## config.mk

```make
export PLATFORM = sky130hd
export DESIGN_NAME = usart_enable_ctrl
export DESIGN_NICKNAME = d
export VERILOG_FILES = /design/src/rtl/usart_pkg.sv /design/src/rtl/usart_sync_stage.sv /design/src/rtl/usart_pad_mux.sv /design/src/rtl/usart_enable_ctrl.sv
export VERILOG_INCLUDE_DIRS = /design/src /design/src/rtl
export SDC_FILE = /design/constraint.sdc
export NUM_CORES = 1
export LEC_CHECK = 0
export BUFFER_PORTS_ARGS = -buffer_cell sky130_fd_sc_hd__buf_2
export CORE_ASPECT_RATIO = 0.6
export CORE_MARGIN = 4
export CORE_UTILIZATION = 30
export DETAILED_ROUTE_END_ITERATION = 6
export GPL_ROUTABILITY_DRIVEN = 1
export PLACE_DENSITY = 0.6
export SLEW_MARGIN = 10
export SYNTH_ARGS = -nofsm -noshare
export SYNTH_HDL_FRONTEND = slang
export SYNTH_SLANG_ARGS = --single-unit
```

## constraint.sdc

```tcl
create_clock -name CLK -period 5.72 [get_ports CLK]
set_clock_uncertainty 0.2 [all_clocks]
set_input_delay 0.286 -clock CLK [delete_from_list [all_inputs] [get_ports CLK]]
set_output_delay 0.286 -clock CLK [all_outputs]
set_load 0.02 [all_outputs]
```

## src/rtl/usart_consts.svh

```systemverilog
// Register map, field positions, reset values and timing counts of the serial enable block
`ifndef USART_CONSTS_SVH
`define USART_CONSTS_SVH

// ***********************************
// Register byte offsets
// ***********************************
`define OFS_CONTROL_ONE 8'h00
`define OFS_CONTROL_TWO 8'h04
`define OFS_STATUS 8'h10
`define OFS_IRQ_MASK 8'h14
`define OFS_IRQ_STATUS 8'h18
`define OFS_SYNC_BUSY 8'h1c

// ***********************************
// Control one fields
// ***********************************
`define C1_ENABLE 1
`define C1_CLK_MASTER 2
`define C1_TX_SEL_LO 16
`define C1_RX_SEL_LO 20

// ***********************************
// Control two fields
// ***********************************
`define C2_RESET 32'h0000_0000
`define C2_RECEIVER_ON 17
`define C2_TRANSMITTER_ON 16
`define C2_PARITY_MODE 13
`define C2_IRDA_ENCODING 10
`define C2_START_FRAME_DETECT 9
`define C2_COLLISION_DETECT_ON 8
`define C2_STOP_BIT_COUNT 6
`define C2_CHAR_SIZE_LO 0

// ***********************************
// Status, interrupt and sync busy fields
// ***********************************
`define ST_FRAME_ERROR 0
`define ST_PARITY_ERROR 1
`define ST_BUFFER_OVERFLOW 2
`define IRQ_TX_DRAINED 3
`define IRQ_SYNC_DONE 4
`define SB_ENABLE 1
`define SB_CONTROL_TWO 2

// ***********************************
// Timing
// ***********************************
`define SYNC_TIME_NS 16
`define CLK_PERIOD_NS 4
`define SYNC_CYCLES 3'((`SYNC_TIME_NS + `CLK_PERIOD_NS - 1) / `CLK_PERIOD_NS)

`endif

```

## src/rtl/usart_pkg.sv

```systemverilog
// Types shared by the serial enable block
package usart_pkg;

  typedef struct packed {
    logic busy;
    logic done;
    logic [2:0] count;
  } sync_stage_s;

  typedef struct packed {
    logic [3:0] pad_out;
    logic [3:0] pad_oe;
    logic [3:0] pad_pull;
    logic [3:0] pad_drive;
    logic rxd;
    logic serial_clock_pin;
  } pad_mux_s;

  typedef struct packed {
    logic [31:0] prdata;
    logic pready;
    logic pslverr;
    logic mod_req;
    logic core_en;
    logic clk_master;
    logic [1:0] tx_sel;
    logic [1:0] rx_sel;
    logic parity_mode;
    logic irda_encoding;
    logic start_frame_detect;
    logic collision_detect_on;
    logic stop_bit_count;
    logic [2:0] character_size;
    logic receiver_on;
    logic transmitter_on;
    logic rx_pend;
    logic tx_pend;
    logic tx_off_pend;
    logic [2:0] err;
    logic [4:0] irq_stat;
    logic [4:0] irq_mask;
    logic irq;
    logic rx_flush;
    logic rx_active;
    logic tx_active;
  } enable_ctrl_s;

endpackage

```

## src/rtl/usart_sync_stage.sv

```systemverilog
// Fixed-latency handover of a register write into the core clock domain
`include "usart_consts.svh"

module usart_sync_stage
  import usart_pkg::*;
(
  input wire logic CLK,
  input wire logic RST_B,
  input wire logic start,
  output logic busy,
  output logic done
);

  sync_stage_s st_reg;
  sync_stage_s st_next;

  always_comb begin
    st_next = st_reg;
    st_next.done = 1'b0;
    if (st_reg.busy) begin
      if (st_reg.count == 3'h1) begin
        st_next.busy = 1'b0;
        st_next.done = 1'b1;
        st_next.count = 3'h0;
      end else begin
        st_next.count = st_reg.count - 3'h1;
      end
    end else if (start) begin
      st_next.busy = 1'b1;
      st_next.count = `SYNC_CYCLES;
    end
  end

  always_ff @(posedge CLK or negedge RST_B) begin
    if (!RST_B) begin
      st_reg <= '0;
    end else begin
      st_reg <= st_next;
    end
  end

  assign busy = st_reg.busy;
  assign done = st_reg.done;

endmodule

```

## src/rtl/usart_pad_mux.sv

```systemverilog
// Routing of transmit, receive and serial clock signals onto the four pads
`include "usart_consts.svh"

module usart_pad_mux
  import usart_pkg::*;
(
  input wire logic CLK,
  input wire logic RST_B,
  input wire logic core_en,
  input wire logic tx_on,
  input wire logic rx_on,
  input wire logic clk_master,
  input wire logic [1:0] tx_sel,
  input wire logic [1:0] rx_sel,
  input wire logic txd_bit,
  input wire logic xck_bit,
  input wire logic [3:0] pull_in,
  input wire logic [3:0] drive_in,
  input wire logic [3:0] pad_in,
  output logic [3:0] pad_out,
  output logic [3:0] pad_oe,
  output logic [3:0] pad_pull,
  output logic [3:0] pad_drive,
  output logic rxd,
  output logic serial_clock_pin
);

  pad_mux_s st_reg;
  pad_mux_s st_next;

  // Pad of the serial clock: the one after the transmit pad
  function automatic logic [1:0] clock_pad(input logic [1:0] sel);
    clock_pad = (sel == 2'h1) ? 2'h3 : 2'h1;
  endfunction

  // Pad of transmit data
  function automatic logic [1:0] data_pad(input logic [1:0] sel);
    data_pad = (sel == 2'h1) ? 2'h2 : 2'h0;
  endfunction

  always_comb begin
    logic tx_use;
    logic xck_use;
    tx_use = 1'b0;
    xck_use = 1'b0;
    st_next = st_reg;
    st_next.pad_out = 4'h0;
    st_next.pad_oe = 4'h0;
    tx_use = core_en & tx_on;
    xck_use = core_en & (tx_on | rx_on) & clk_master & (tx_sel != 2'h2);
    if (tx_use) begin
      st_next.pad_out[data_pad(tx_sel)] = txd_bit;
      st_next.pad_oe[data_pad(tx_sel)] = 1'b1;
    end
    if (xck_use) begin
      st_next.pad_out[clock_pad(tx_sel)] = xck_bit;
      st_next.pad_oe[clock_pad(tx_sel)] = 1'b1;
    end
    st_next.rxd = (core_en & rx_on) ? pad_in[rx_sel] : 1'b1;
    st_next.serial_clock_pin = pad_in[clock_pad(tx_sel)];
    st_next.pad_pull = pull_in;
    st_next.pad_drive = drive_in;
  end

  always_ff @(posedge CLK or negedge RST_B) begin
    if (!RST_B) begin
      st_reg <= '{pad_out: 4'h0, pad_oe: 4'h0, pad_pull: 4'h0, pad_drive: 4'h0, rxd: 1'b1, serial_clock_pin: 1'b0};
    end else begin
      st_reg <= st_next;
    end
  end

  assign pad_out = st_reg.pad_out;
  assign pad_oe = st_reg.pad_oe;
  assign pad_pull = st_reg.pad_pull;
  assign pad_drive = st_reg.pad_drive;
  assign rxd = st_reg.rxd;
  assign serial_clock_pin = st_reg.serial_clock_pin;

endmodule

```

## src/rtl/usart_enable_ctrl.sv

```systemverilog
// Receiver and transmitter enable control with APB registers and pad ownership
//
// Decided for this implementation: the APB register port.
`include "usart_consts.svh"

module usart_enable_ctrl
  import usart_pkg::*;
(
  input wire logic CLK,
  input wire logic RST_B,
  input wire logic PSEL,
  input wire logic PENABLE,
  input wire logic PWRITE,
  input wire logic [7:0] PADDR,
  input wire logic [31:0] PWDATA,
  output logic [31:0] PRDATA,
  output logic PREADY,
  output logic PSLVERR,
  input wire logic WRITE_LOCK,
  input wire logic TX_BUSY,
  input wire logic TX_DATA_BIT,
  input wire logic XCK_DRIVE_BIT,
  input wire logic RX_FRAME_ERROR,
  input wire logic RX_PARITY_ERROR,
  input wire logic RX_OVERFLOW,
  input wire logic [3:0] PIN_PULL_ENABLE,
  input wire logic [3:0] PIN_DRIVE_STRENGTH,
  input wire logic [3:0] PAD_IN,
  output logic [3:0] PAD_OUT,
  output logic [3:0] PAD_OE,
  output logic [3:0] PAD_PULL,
  output logic [3:0] PAD_DRIVE,
  output logic RX_DATA_BIT,
  output logic XCK_SAMPLE_BIT,
  output logic RX_FLUSH,
  output logic RECEIVER_ACTIVE,
  output logic TRANSMITTER_ACTIVE,
  output logic CORE_ENABLED,
  output logic IRQ
);

  // ***********************************
  // State
  // ***********************************
  enable_ctrl_s st_reg;
  enable_ctrl_s st_next;
  logic c2_sync_start;
  logic c2_sync_busy;
  logic c2_sync_done;
  logic en_sync_start;
  logic en_sync_busy;
  logic en_sync_done;

  // ***********************************
  // Bus decode
  // ***********************************
  logic setup;
  logic access;
  logic wr;
  logic rd;
  assign setup = PSEL & ~PENABLE;
  assign access = PSEL & PENABLE & st_reg.pready;
  assign wr = access & PWRITE;
  assign rd = access & ~PWRITE;

  function automatic logic known_offset(input logic [7:0] a);
    known_offset = (a == `OFS_CONTROL_ONE) | (a == `OFS_CONTROL_TWO) | (a == `OFS_STATUS) |
                   (a == `OFS_IRQ_MASK) | (a == `OFS_IRQ_STATUS) | (a == `OFS_SYNC_BUSY);
  endfunction

  // Writes that the access lock refuses
  function automatic logic locked_offset(input logic [7:0] a);
    locked_offset = (a == `OFS_CONTROL_ONE) | (a == `OFS_CONTROL_TWO) | (a == `OFS_IRQ_MASK);
  endfunction

  function automatic logic [31:0] control_two_word(input enable_ctrl_s s);
    logic [31:0] w;
    w = 32'h0000_0000;
    w[`C2_RECEIVER_ON] = s.receiver_on;
    w[`C2_TRANSMITTER_ON] = s.transmitter_on;
    w[`C2_PARITY_MODE] = s.parity_mode;
    w[`C2_IRDA_ENCODING] = s.irda_encoding;
    w[`C2_START_FRAME_DETECT] = s.start_frame_detect;
    w[`C2_COLLISION_DETECT_ON] = s.collision_detect_on;
    w[`C2_STOP_BIT_COUNT] = s.stop_bit_count;
    w[`C2_CHAR_SIZE_LO +: 3] = s.character_size;
    control_two_word = w;
  endfunction

  // ***********************************
  // Next state
  // ***********************************
  always_comb begin
    logic wr_ok;
    logic c2_wr;
    logic c1_wr;
    logic new_rx;
    logic new_tx;
    logic [4:0] irq_set;
    logic [31:0] rdata;
    logic en_hold;
    logic c2_hold;
    wr_ok = 1'b0;
    c2_wr = 1'b0;
    c1_wr = 1'b0;
    new_rx = 1'b0;
    new_tx = 1'b0;
    irq_set = 5'h00;
    rdata = 32'h0000_0000;
    // Busy until the synchronised value has landed
    en_hold = en_sync_busy | en_sync_done;
    c2_hold = c2_sync_busy | c2_sync_done;
    st_next = st_reg;
    st_next.rx_flush = 1'b0;
    c2_sync_start = 1'b0;
    en_sync_start = 1'b0;

    // Bus answer one cycle after setup
    st_next.pready = setup;
    st_next.pslverr = 1'b0;
    st_next.prdata = 32'h0000_0000;
    if (setup) begin
      case (PADDR)
        `OFS_CONTROL_ONE: begin
          rdata[`C1_ENABLE] = st_reg.mod_req;
          rdata[`C1_CLK_MASTER] = st_reg.clk_master;
          rdata[`C1_TX_SEL_LO +: 2] = st_reg.tx_sel;
          rdata[`C1_RX_SEL_LO +: 2] = st_reg.rx_sel;
        end
        `OFS_CONTROL_TWO: rdata = control_two_word(st_reg);
        `OFS_STATUS: rdata[2:0] = st_reg.err;
        `OFS_IRQ_MASK: rdata[4:0] = st_reg.irq_mask;
        `OFS_IRQ_STATUS: rdata[4:0] = st_reg.irq_stat;
        `OFS_SYNC_BUSY: begin
          rdata[`SB_ENABLE] = en_hold;
          rdata[`SB_CONTROL_TWO] = c2_hold;
        end
        default: rdata = 32'h0000_0000;
      endcase
      st_next.prdata = PWRITE ? 32'h0000_0000 : rdata;
      st_next.pslverr = ~known_offset(PADDR) | (PWRITE & WRITE_LOCK & locked_offset(PADDR));
    end

    wr_ok = wr & ~st_reg.pslverr;
    c1_wr = wr_ok & (PADDR == `OFS_CONTROL_ONE) & ~en_hold;
    c2_wr = wr_ok & (PADDR == `OFS_CONTROL_TWO) & ~c2_hold;

    // Control one: module enable runs through the synchroniser
    if (c1_wr) begin
      st_next.mod_req = PWDATA[`C1_ENABLE];
      en_sync_start = PWDATA[`C1_ENABLE] != st_reg.core_en;
      if (!st_reg.core_en) begin
        st_next.clk_master = PWDATA[`C1_CLK_MASTER];
        st_next.tx_sel = PWDATA[`C1_TX_SEL_LO +: 2];
        st_next.rx_sel = PWDATA[`C1_RX_SEL_LO +: 2];
      end
    end
    if (en_sync_done) begin
      st_next.core_en = st_reg.mod_req;
    end

    // Control two
    if (c2_wr) begin
      new_rx = PWDATA[`C2_RECEIVER_ON];
      new_tx = PWDATA[`C2_TRANSMITTER_ON];
      if (!st_reg.core_en) begin
        st_next.parity_mode = PWDATA[`C2_PARITY_MODE];
        st_next.irda_encoding = PWDATA[`C2_IRDA_ENCODING];
        st_next.start_frame_detect = PWDATA[`C2_START_FRAME_DETECT];
        st_next.collision_detect_on = PWDATA[`C2_COLLISION_DETECT_ON];
        st_next.stop_bit_count = PWDATA[`C2_STOP_BIT_COUNT];
        st_next.character_size = PWDATA[`C2_CHAR_SIZE_LO +: 3];
      end
      if (!new_rx) begin
        st_next.receiver_on = 1'b0;
        st_next.rx_pend = 1'b0;
        st_next.rx_flush = 1'b1;
        st_next.err = 3'h0;
      end else if (!st_reg.receiver_on) begin
        if (!st_reg.core_en) begin
          st_next.receiver_on = 1'b1;
        end else begin
          st_next.rx_pend = 1'b1;
          c2_sync_start = 1'b1;
        end
      end
      if (!new_tx) begin
        st_next.tx_pend = 1'b0;
        st_next.tx_off_pend = st_reg.transmitter_on;
      end else begin
        st_next.tx_off_pend = 1'b0;
        if (!st_reg.transmitter_on) begin
          if (!st_reg.core_en) begin
            st_next.transmitter_on = 1'b1;
          end else begin
            st_next.tx_pend = 1'b1;
            c2_sync_start = 1'b1;
          end
        end
      end
    end

    // Requests finish when the core has taken them
    if (c2_sync_done) begin
      if (st_reg.rx_pend) begin
        st_next.receiver_on = 1'b1;
      end
      if (st_reg.tx_pend) begin
        st_next.transmitter_on = 1'b1;
      end
      st_next.rx_pend = 1'b0;
      st_next.tx_pend = 1'b0;
      irq_set[`IRQ_SYNC_DONE] = 1'b1;
    end

    // Transmitter stays on until the last frame has left
    if (st_reg.tx_off_pend && !TX_BUSY && !c2_wr) begin
      st_next.transmitter_on = 1'b0;
      st_next.tx_off_pend = 1'b0;
      irq_set[`IRQ_TX_DRAINED] = 1'b1;
    end

    // Clear first, so an error in the same cycle survives
    if (wr_ok && PADDR == `OFS_STATUS) begin
      st_next.err = st_next.err & ~PWDATA[2:0];
    end
    // Receive errors are kept only while the receiver is on
    if (st_reg.receiver_on && !(c2_wr && !new_rx)) begin
      st_next.err[`ST_FRAME_ERROR] = st_next.err[`ST_FRAME_ERROR] | RX_FRAME_ERROR;
      st_next.err[`ST_PARITY_ERROR] = st_next.err[`ST_PARITY_ERROR] | RX_PARITY_ERROR;
      st_next.err[`ST_BUFFER_OVERFLOW] = st_next.err[`ST_BUFFER_OVERFLOW] | RX_OVERFLOW;
      irq_set[2:0] = {RX_OVERFLOW, RX_PARITY_ERROR, RX_FRAME_ERROR};
    end

    // ***********************************
    // Interrupts
    // ***********************************
    if (wr_ok && PADDR == `OFS_IRQ_MASK) begin
      st_next.irq_mask = PWDATA[4:0];
    end
    // Read clears only what it reported
    if (rd && PADDR == `OFS_IRQ_STATUS) begin
      st_next.irq_stat = (st_reg.irq_stat & ~st_reg.prdata[4:0]) | irq_set;
    end else begin
      st_next.irq_stat = st_reg.irq_stat | irq_set;
    end
    st_next.irq = |(st_next.irq_stat & st_next.irq_mask);
    st_next.rx_active = st_next.receiver_on & st_next.core_en;
    st_next.tx_active = st_next.transmitter_on & st_next.core_en;
  end

  // ***********************************
  // Registers
  // ***********************************
  always_ff @(posedge CLK or negedge RST_B) begin
    if (!RST_B) begin
      st_reg <= '0;
    end else begin
      st_reg <= st_next;
    end
  end

  // ***********************************
  // Synchronisers and pads
  // ***********************************
  usart_sync_stage u_c2_sync (
    .CLK(CLK),
    .RST_B(RST_B),
    .start(c2_sync_start),
    .busy(c2_sync_busy),
    .done(c2_sync_done)
  );

  usart_sync_stage u_en_sync (
    .CLK(CLK),
    .RST_B(RST_B),
    .start(en_sync_start),
    .busy(en_sync_busy),
    .done(en_sync_done)
  );

  usart_pad_mux u_pads (
    .CLK(CLK),
    .RST_B(RST_B),
    .core_en(st_reg.core_en),
    .tx_on(st_reg.transmitter_on),
    .rx_on(st_reg.receiver_on),
    .clk_master(st_reg.clk_master),
    .tx_sel(st_reg.tx_sel),
    .rx_sel(st_reg.rx_sel),
    .txd_bit(TX_DATA_BIT),
    .xck_bit(XCK_DRIVE_BIT),
    .pull_in(PIN_PULL_ENABLE),
    .drive_in(PIN_DRIVE_STRENGTH),
    .pad_in(PAD_IN),
    .pad_out(PAD_OUT),
    .pad_oe(PAD_OE),
    .pad_pull(PAD_PULL),
    .pad_drive(PAD_DRIVE),
    .rxd(RX_DATA_BIT),
    .serial_clock_pin(XCK_SAMPLE_BIT)
  );

  assign PRDATA = st_reg.prdata;
  assign PREADY = st_reg.pready;
  assign PSLVERR = st_reg.pslverr;
  assign RX_FLUSH = st_reg.rx_flush;
  assign RECEIVER_ACTIVE = st_reg.rx_active;
  assign TRANSMITTER_ACTIVE = st_reg.tx_active;
  assign CORE_ENABLED = st_reg.core_en;
  assign IRQ = st_reg.irq;

endmodule

```

==> results.sh <==
export IMPL_postCtsSetupRepairBufs=0
export IMPL_r2r_worst_path_cells=6
export IMPL_antenna_found_initial=0
export IMPL_dpl_cell_area_um2=4019
export IMPL_max_clock_freq_mhz=394.6
export IMPL_grt_usage_pct=13.37
export IMPL_avgViaCountPerCell=4.616
export IMPL_synth_area_leaders="dfrtp_1 56%, buf_4 6.7%, mux2_2 5.6%"
export IMPL_dieArea_um2=13860
export IMPL_hold_class="in2reg"
export IMPL_pin_count=121
export IMPL_r2r_end="IRQ"
export IMPL_max_slew_margin_pct=29.16
export IMPL_wirelength_mm=8.956
export IMPL_place_gp_congestion=0.8255
export IMPL_start_kind="input port"
export IMPL_detail_route_antenna_nets=0
export IMPL_largest_reg_flops=32
export IMPL_hp_start="TX_DATA_BIT"
export IMPL_wl_met1_mm=4.278
export IMPL_top_layer_used="met4"
export IMPL_yosysTopAreaCell="dfrtp_1"
export IMPL_syn_area_per_cell_um2=11.38
export IMPL_synthArstFlopShare_pct=100.0
export IMPL_area_growth_pct=26.30
export IMPL_power_share_clock_pct=47.0
export IMPL_worstHoldPathCells=3
export IMPL_antennaDiodeCount=0
export IMPL_drv_slew=0
export IMPL_critPathRequiredTime_ns=5.72
export IMPL_yosysWarnings=0
export IMPL_critical_path_max_stage_delay_ns=0.52
export IMPL_internal_power_uw=968.2
export IMPL_p_seq_share_pct=46.2
export IMPL_hold_end="u_pads.pad_out[0]"
export IMPL_ys_flop_type="dfrtp_1"
export IMPL_path_class="in2reg"
export IMPL_final_common_cell="buf_2"
export IMPL_grt_pass1_wl_mm=14.10
export IMPL_clock_root_buffer="clkbuf_16"
export IMPL_ir_worst_vdd_v=0.0001484
export IMPL_syn_inst=316
export IMPL_swShare_pct=23.27
export IMPL_drcViolationCount=0
export IMPL_htree_levels=3
export IMPL_yosysSeqAreaShare_pct=56.40
export IMPL_rsz0062_at_grt="no"
export IMPL_clkTransAtPathRegs_ns=0.06
export IMPL_drive_above_1_share_pct=30.77
export IMPL_cts_tree="built"
export IMPL_synth_area_um2=3596
export IMPL_final_cell_mix="83 x buf_2, 80 x dfrtp_1, 29 x nand2_1"
export IMPL_setup_viol=0
export IMPL_cts_resized_gates=0
export IMPL_power_frac_comb_pct=6.8
export IMPL_critical_path_max_fanout=5
export IMPL_io_buffers=84
export IMPL_tns_ns=0
export IMPL_p_leak_nw=2.281
export IMPL_path_common_cell="nand3_1"
export IMPL_switching_power_uw=293.6
export IMPL_cts_buffers=9
export IMPL_maxCapViolations=0
export IMPL_wl_met2_mm=3.804
export IMPL_coreArea_um2=11490
export IMPL_arrival_ns=2.54
export IMPL_dr_total_vias=2659
export IMPL_synth_edf_count=0
export IMPL_r2r_slack_ns=3.26
export IMPL_dp_hpwl_mm=6.647
export IMPL_fp_dieW_um=149.3
export IMPL_synth_top_area_share_pct=55.67
export IMPL_start_util_pct=31.31
export IMPL_cellPowerDensity_nw_per_um2=277.8
export IMPL_fin_nets=479
export IMPL_dr_pass1_iters=4
export IMPL_row_count=30
export IMPL_hold_viol_final=0
export IMPL_total_power_mw=1.262
export IMPL_cts_hold_buf=21
export IMPL_tightest_slew_ns=1.054
export IMPL_cts_num_sinks=81
export IMPL_synth_cell_types=50
export IMPL_rr_startpoint="PSLVERR"
export IMPL_synth_seq_cells=81
export IMPL_wl_met3_um=816
export IMPL_slowest_stage="dlygate4sd3_1"
export IMPL_path_cells="dlygate4sd3_1, buf_2, and3_1, nand3_1, nor2_1, mux2_2, a222oi_1, nand3_1"
export IMPL_clk_latency_ns=0.34
export IMPL_grt_pass1_vias=2626
export IMPL_grt_overflow=0
export IMPL_period_minus_slack_ns=2.534
export IMPL_status="finished clean"
export IMPL_design_area_um2=4542
export IMPL_finalCritPeriodShare_pct=44.31
export IMPL_wl_per_cell_um=15.55
export IMPL_cts_max_path_buffers=2
export IMPL_end_kind="register"
export IMPL_drtIter0Drc=137
export IMPL_die_y_um=92.81
export IMPL_grt_start_max_net_pins=82
-- worst max-delay path by stage --
stage / from / to / slack (ns)
4_1_cts: PENABLE / IRQ / 3.19
2_1_floorplan: PADDR[1] / IRQ / 3.26
6_report: PENABLE / IRQ / 3.19
5_1_grt: PENABLE / IRQ / 3.03
3_3_place_gp: PADDR[1] / IRQ / 2.93
3_5_place_dp: PADDR[1] / IRQ / 2.91
-- worst max-delay path, delay by kind of cell --
family | cells | cell delay (ns)
multiplexers | 1 | 0.42
AND/OR/NAND/NOR | 4 | 0.86
AO/OA/AOI/OAI | 1 | 0.32
buffers and inverters | 2 | 0.64
-- per-stage QoR --
stage	setup WS, ns	hold slack, ns	std cells	utilization, %
after floorplan	3.261	-0.2096	333	-
final	3.186	0.009941	576	39.54
after detailed placement	2.912	0.1986	539	34.99
after global placement	2.933	0.1962	539	34.99
after global routing	3.030	0.01238	576	39.54
after CTS	3.190	0.0007994	576	39.54
-- cell type report --
class                           count  area, µm²
Clock buffer                       10      239.0
Clock inverter                      6      73.82
Fill cell                        1150       6944
Inverter                           11      41.29
Multi-Input combinational cell    203       1326
Sequential cell                    81       2028
Tap cell                          160      200.2
Timing Repair Buffer              105      633.1
-- metal layers --
layer	up-vias	GRT usage, %
li1	1244	-
met1	1300	18.85
met2	108	19.25
met3	7	5.232
met4	0	3.199
met5	-	0
-- kinds of logic (layout without fill, tap and decap cells) --
logic type / count (synthesis) / in the layout / share of synthesized area, %
adder cells (fa/ha/maj): 4 / 4 / 1.392
buffers and inverters: 49 / 132 / 8.664
multiplexers: 26 / 26 / 8.316
AND/OR/NAND/NOR: 110 / 110 / 16.39
XOR/XNOR: 1 / 1 / 0.2436
AO/OA/AOI/OAI: 44 / 44 / 8.490
other: 1 / 18 / 0.1043
flip-flops: 81 / 81 / 56.40
-- cells in the mapped netlist, types with 2 or more instances --
library cell,n
a32oi_1,2
nor2_1,25
and2_1,2
inv_1,11
dfrtp_1,80
buf_4,32
a31oi_1,3
nand3_1,6
nor2b_1,8
nand4_1,2
o211ai_1,2
ha_1,4
nand3b_1,2
nor3b_1,2
a22o_1,3
clkbuf_1,5
nand2b_1,6
mux2_1,3
nor3_1,6
and3_1,8
mux2i_1,4
o2bb2ai_1,3
or4_4,2
a21oi_1,11
a21o_1,3
mux2_2,18
nor4_1,3
o21ai_0,5
nand2_1,29
a22oi_1,6
-- power groups by stage --
stage	registers (mW)	logic (mW)	clock network, mW
2_1_floorplan	0.598	0.0391	0
3_3_place_gp	0.593	0.0741	0
3_5_place_dp	0.594	0.0752	0
4_1_cts	0.583	0.0871	0.609
5_1_grt	0.583	0.0962	0.640
6_report	0.583	0.0863	0.592
(Power assumes the default switching activity.)
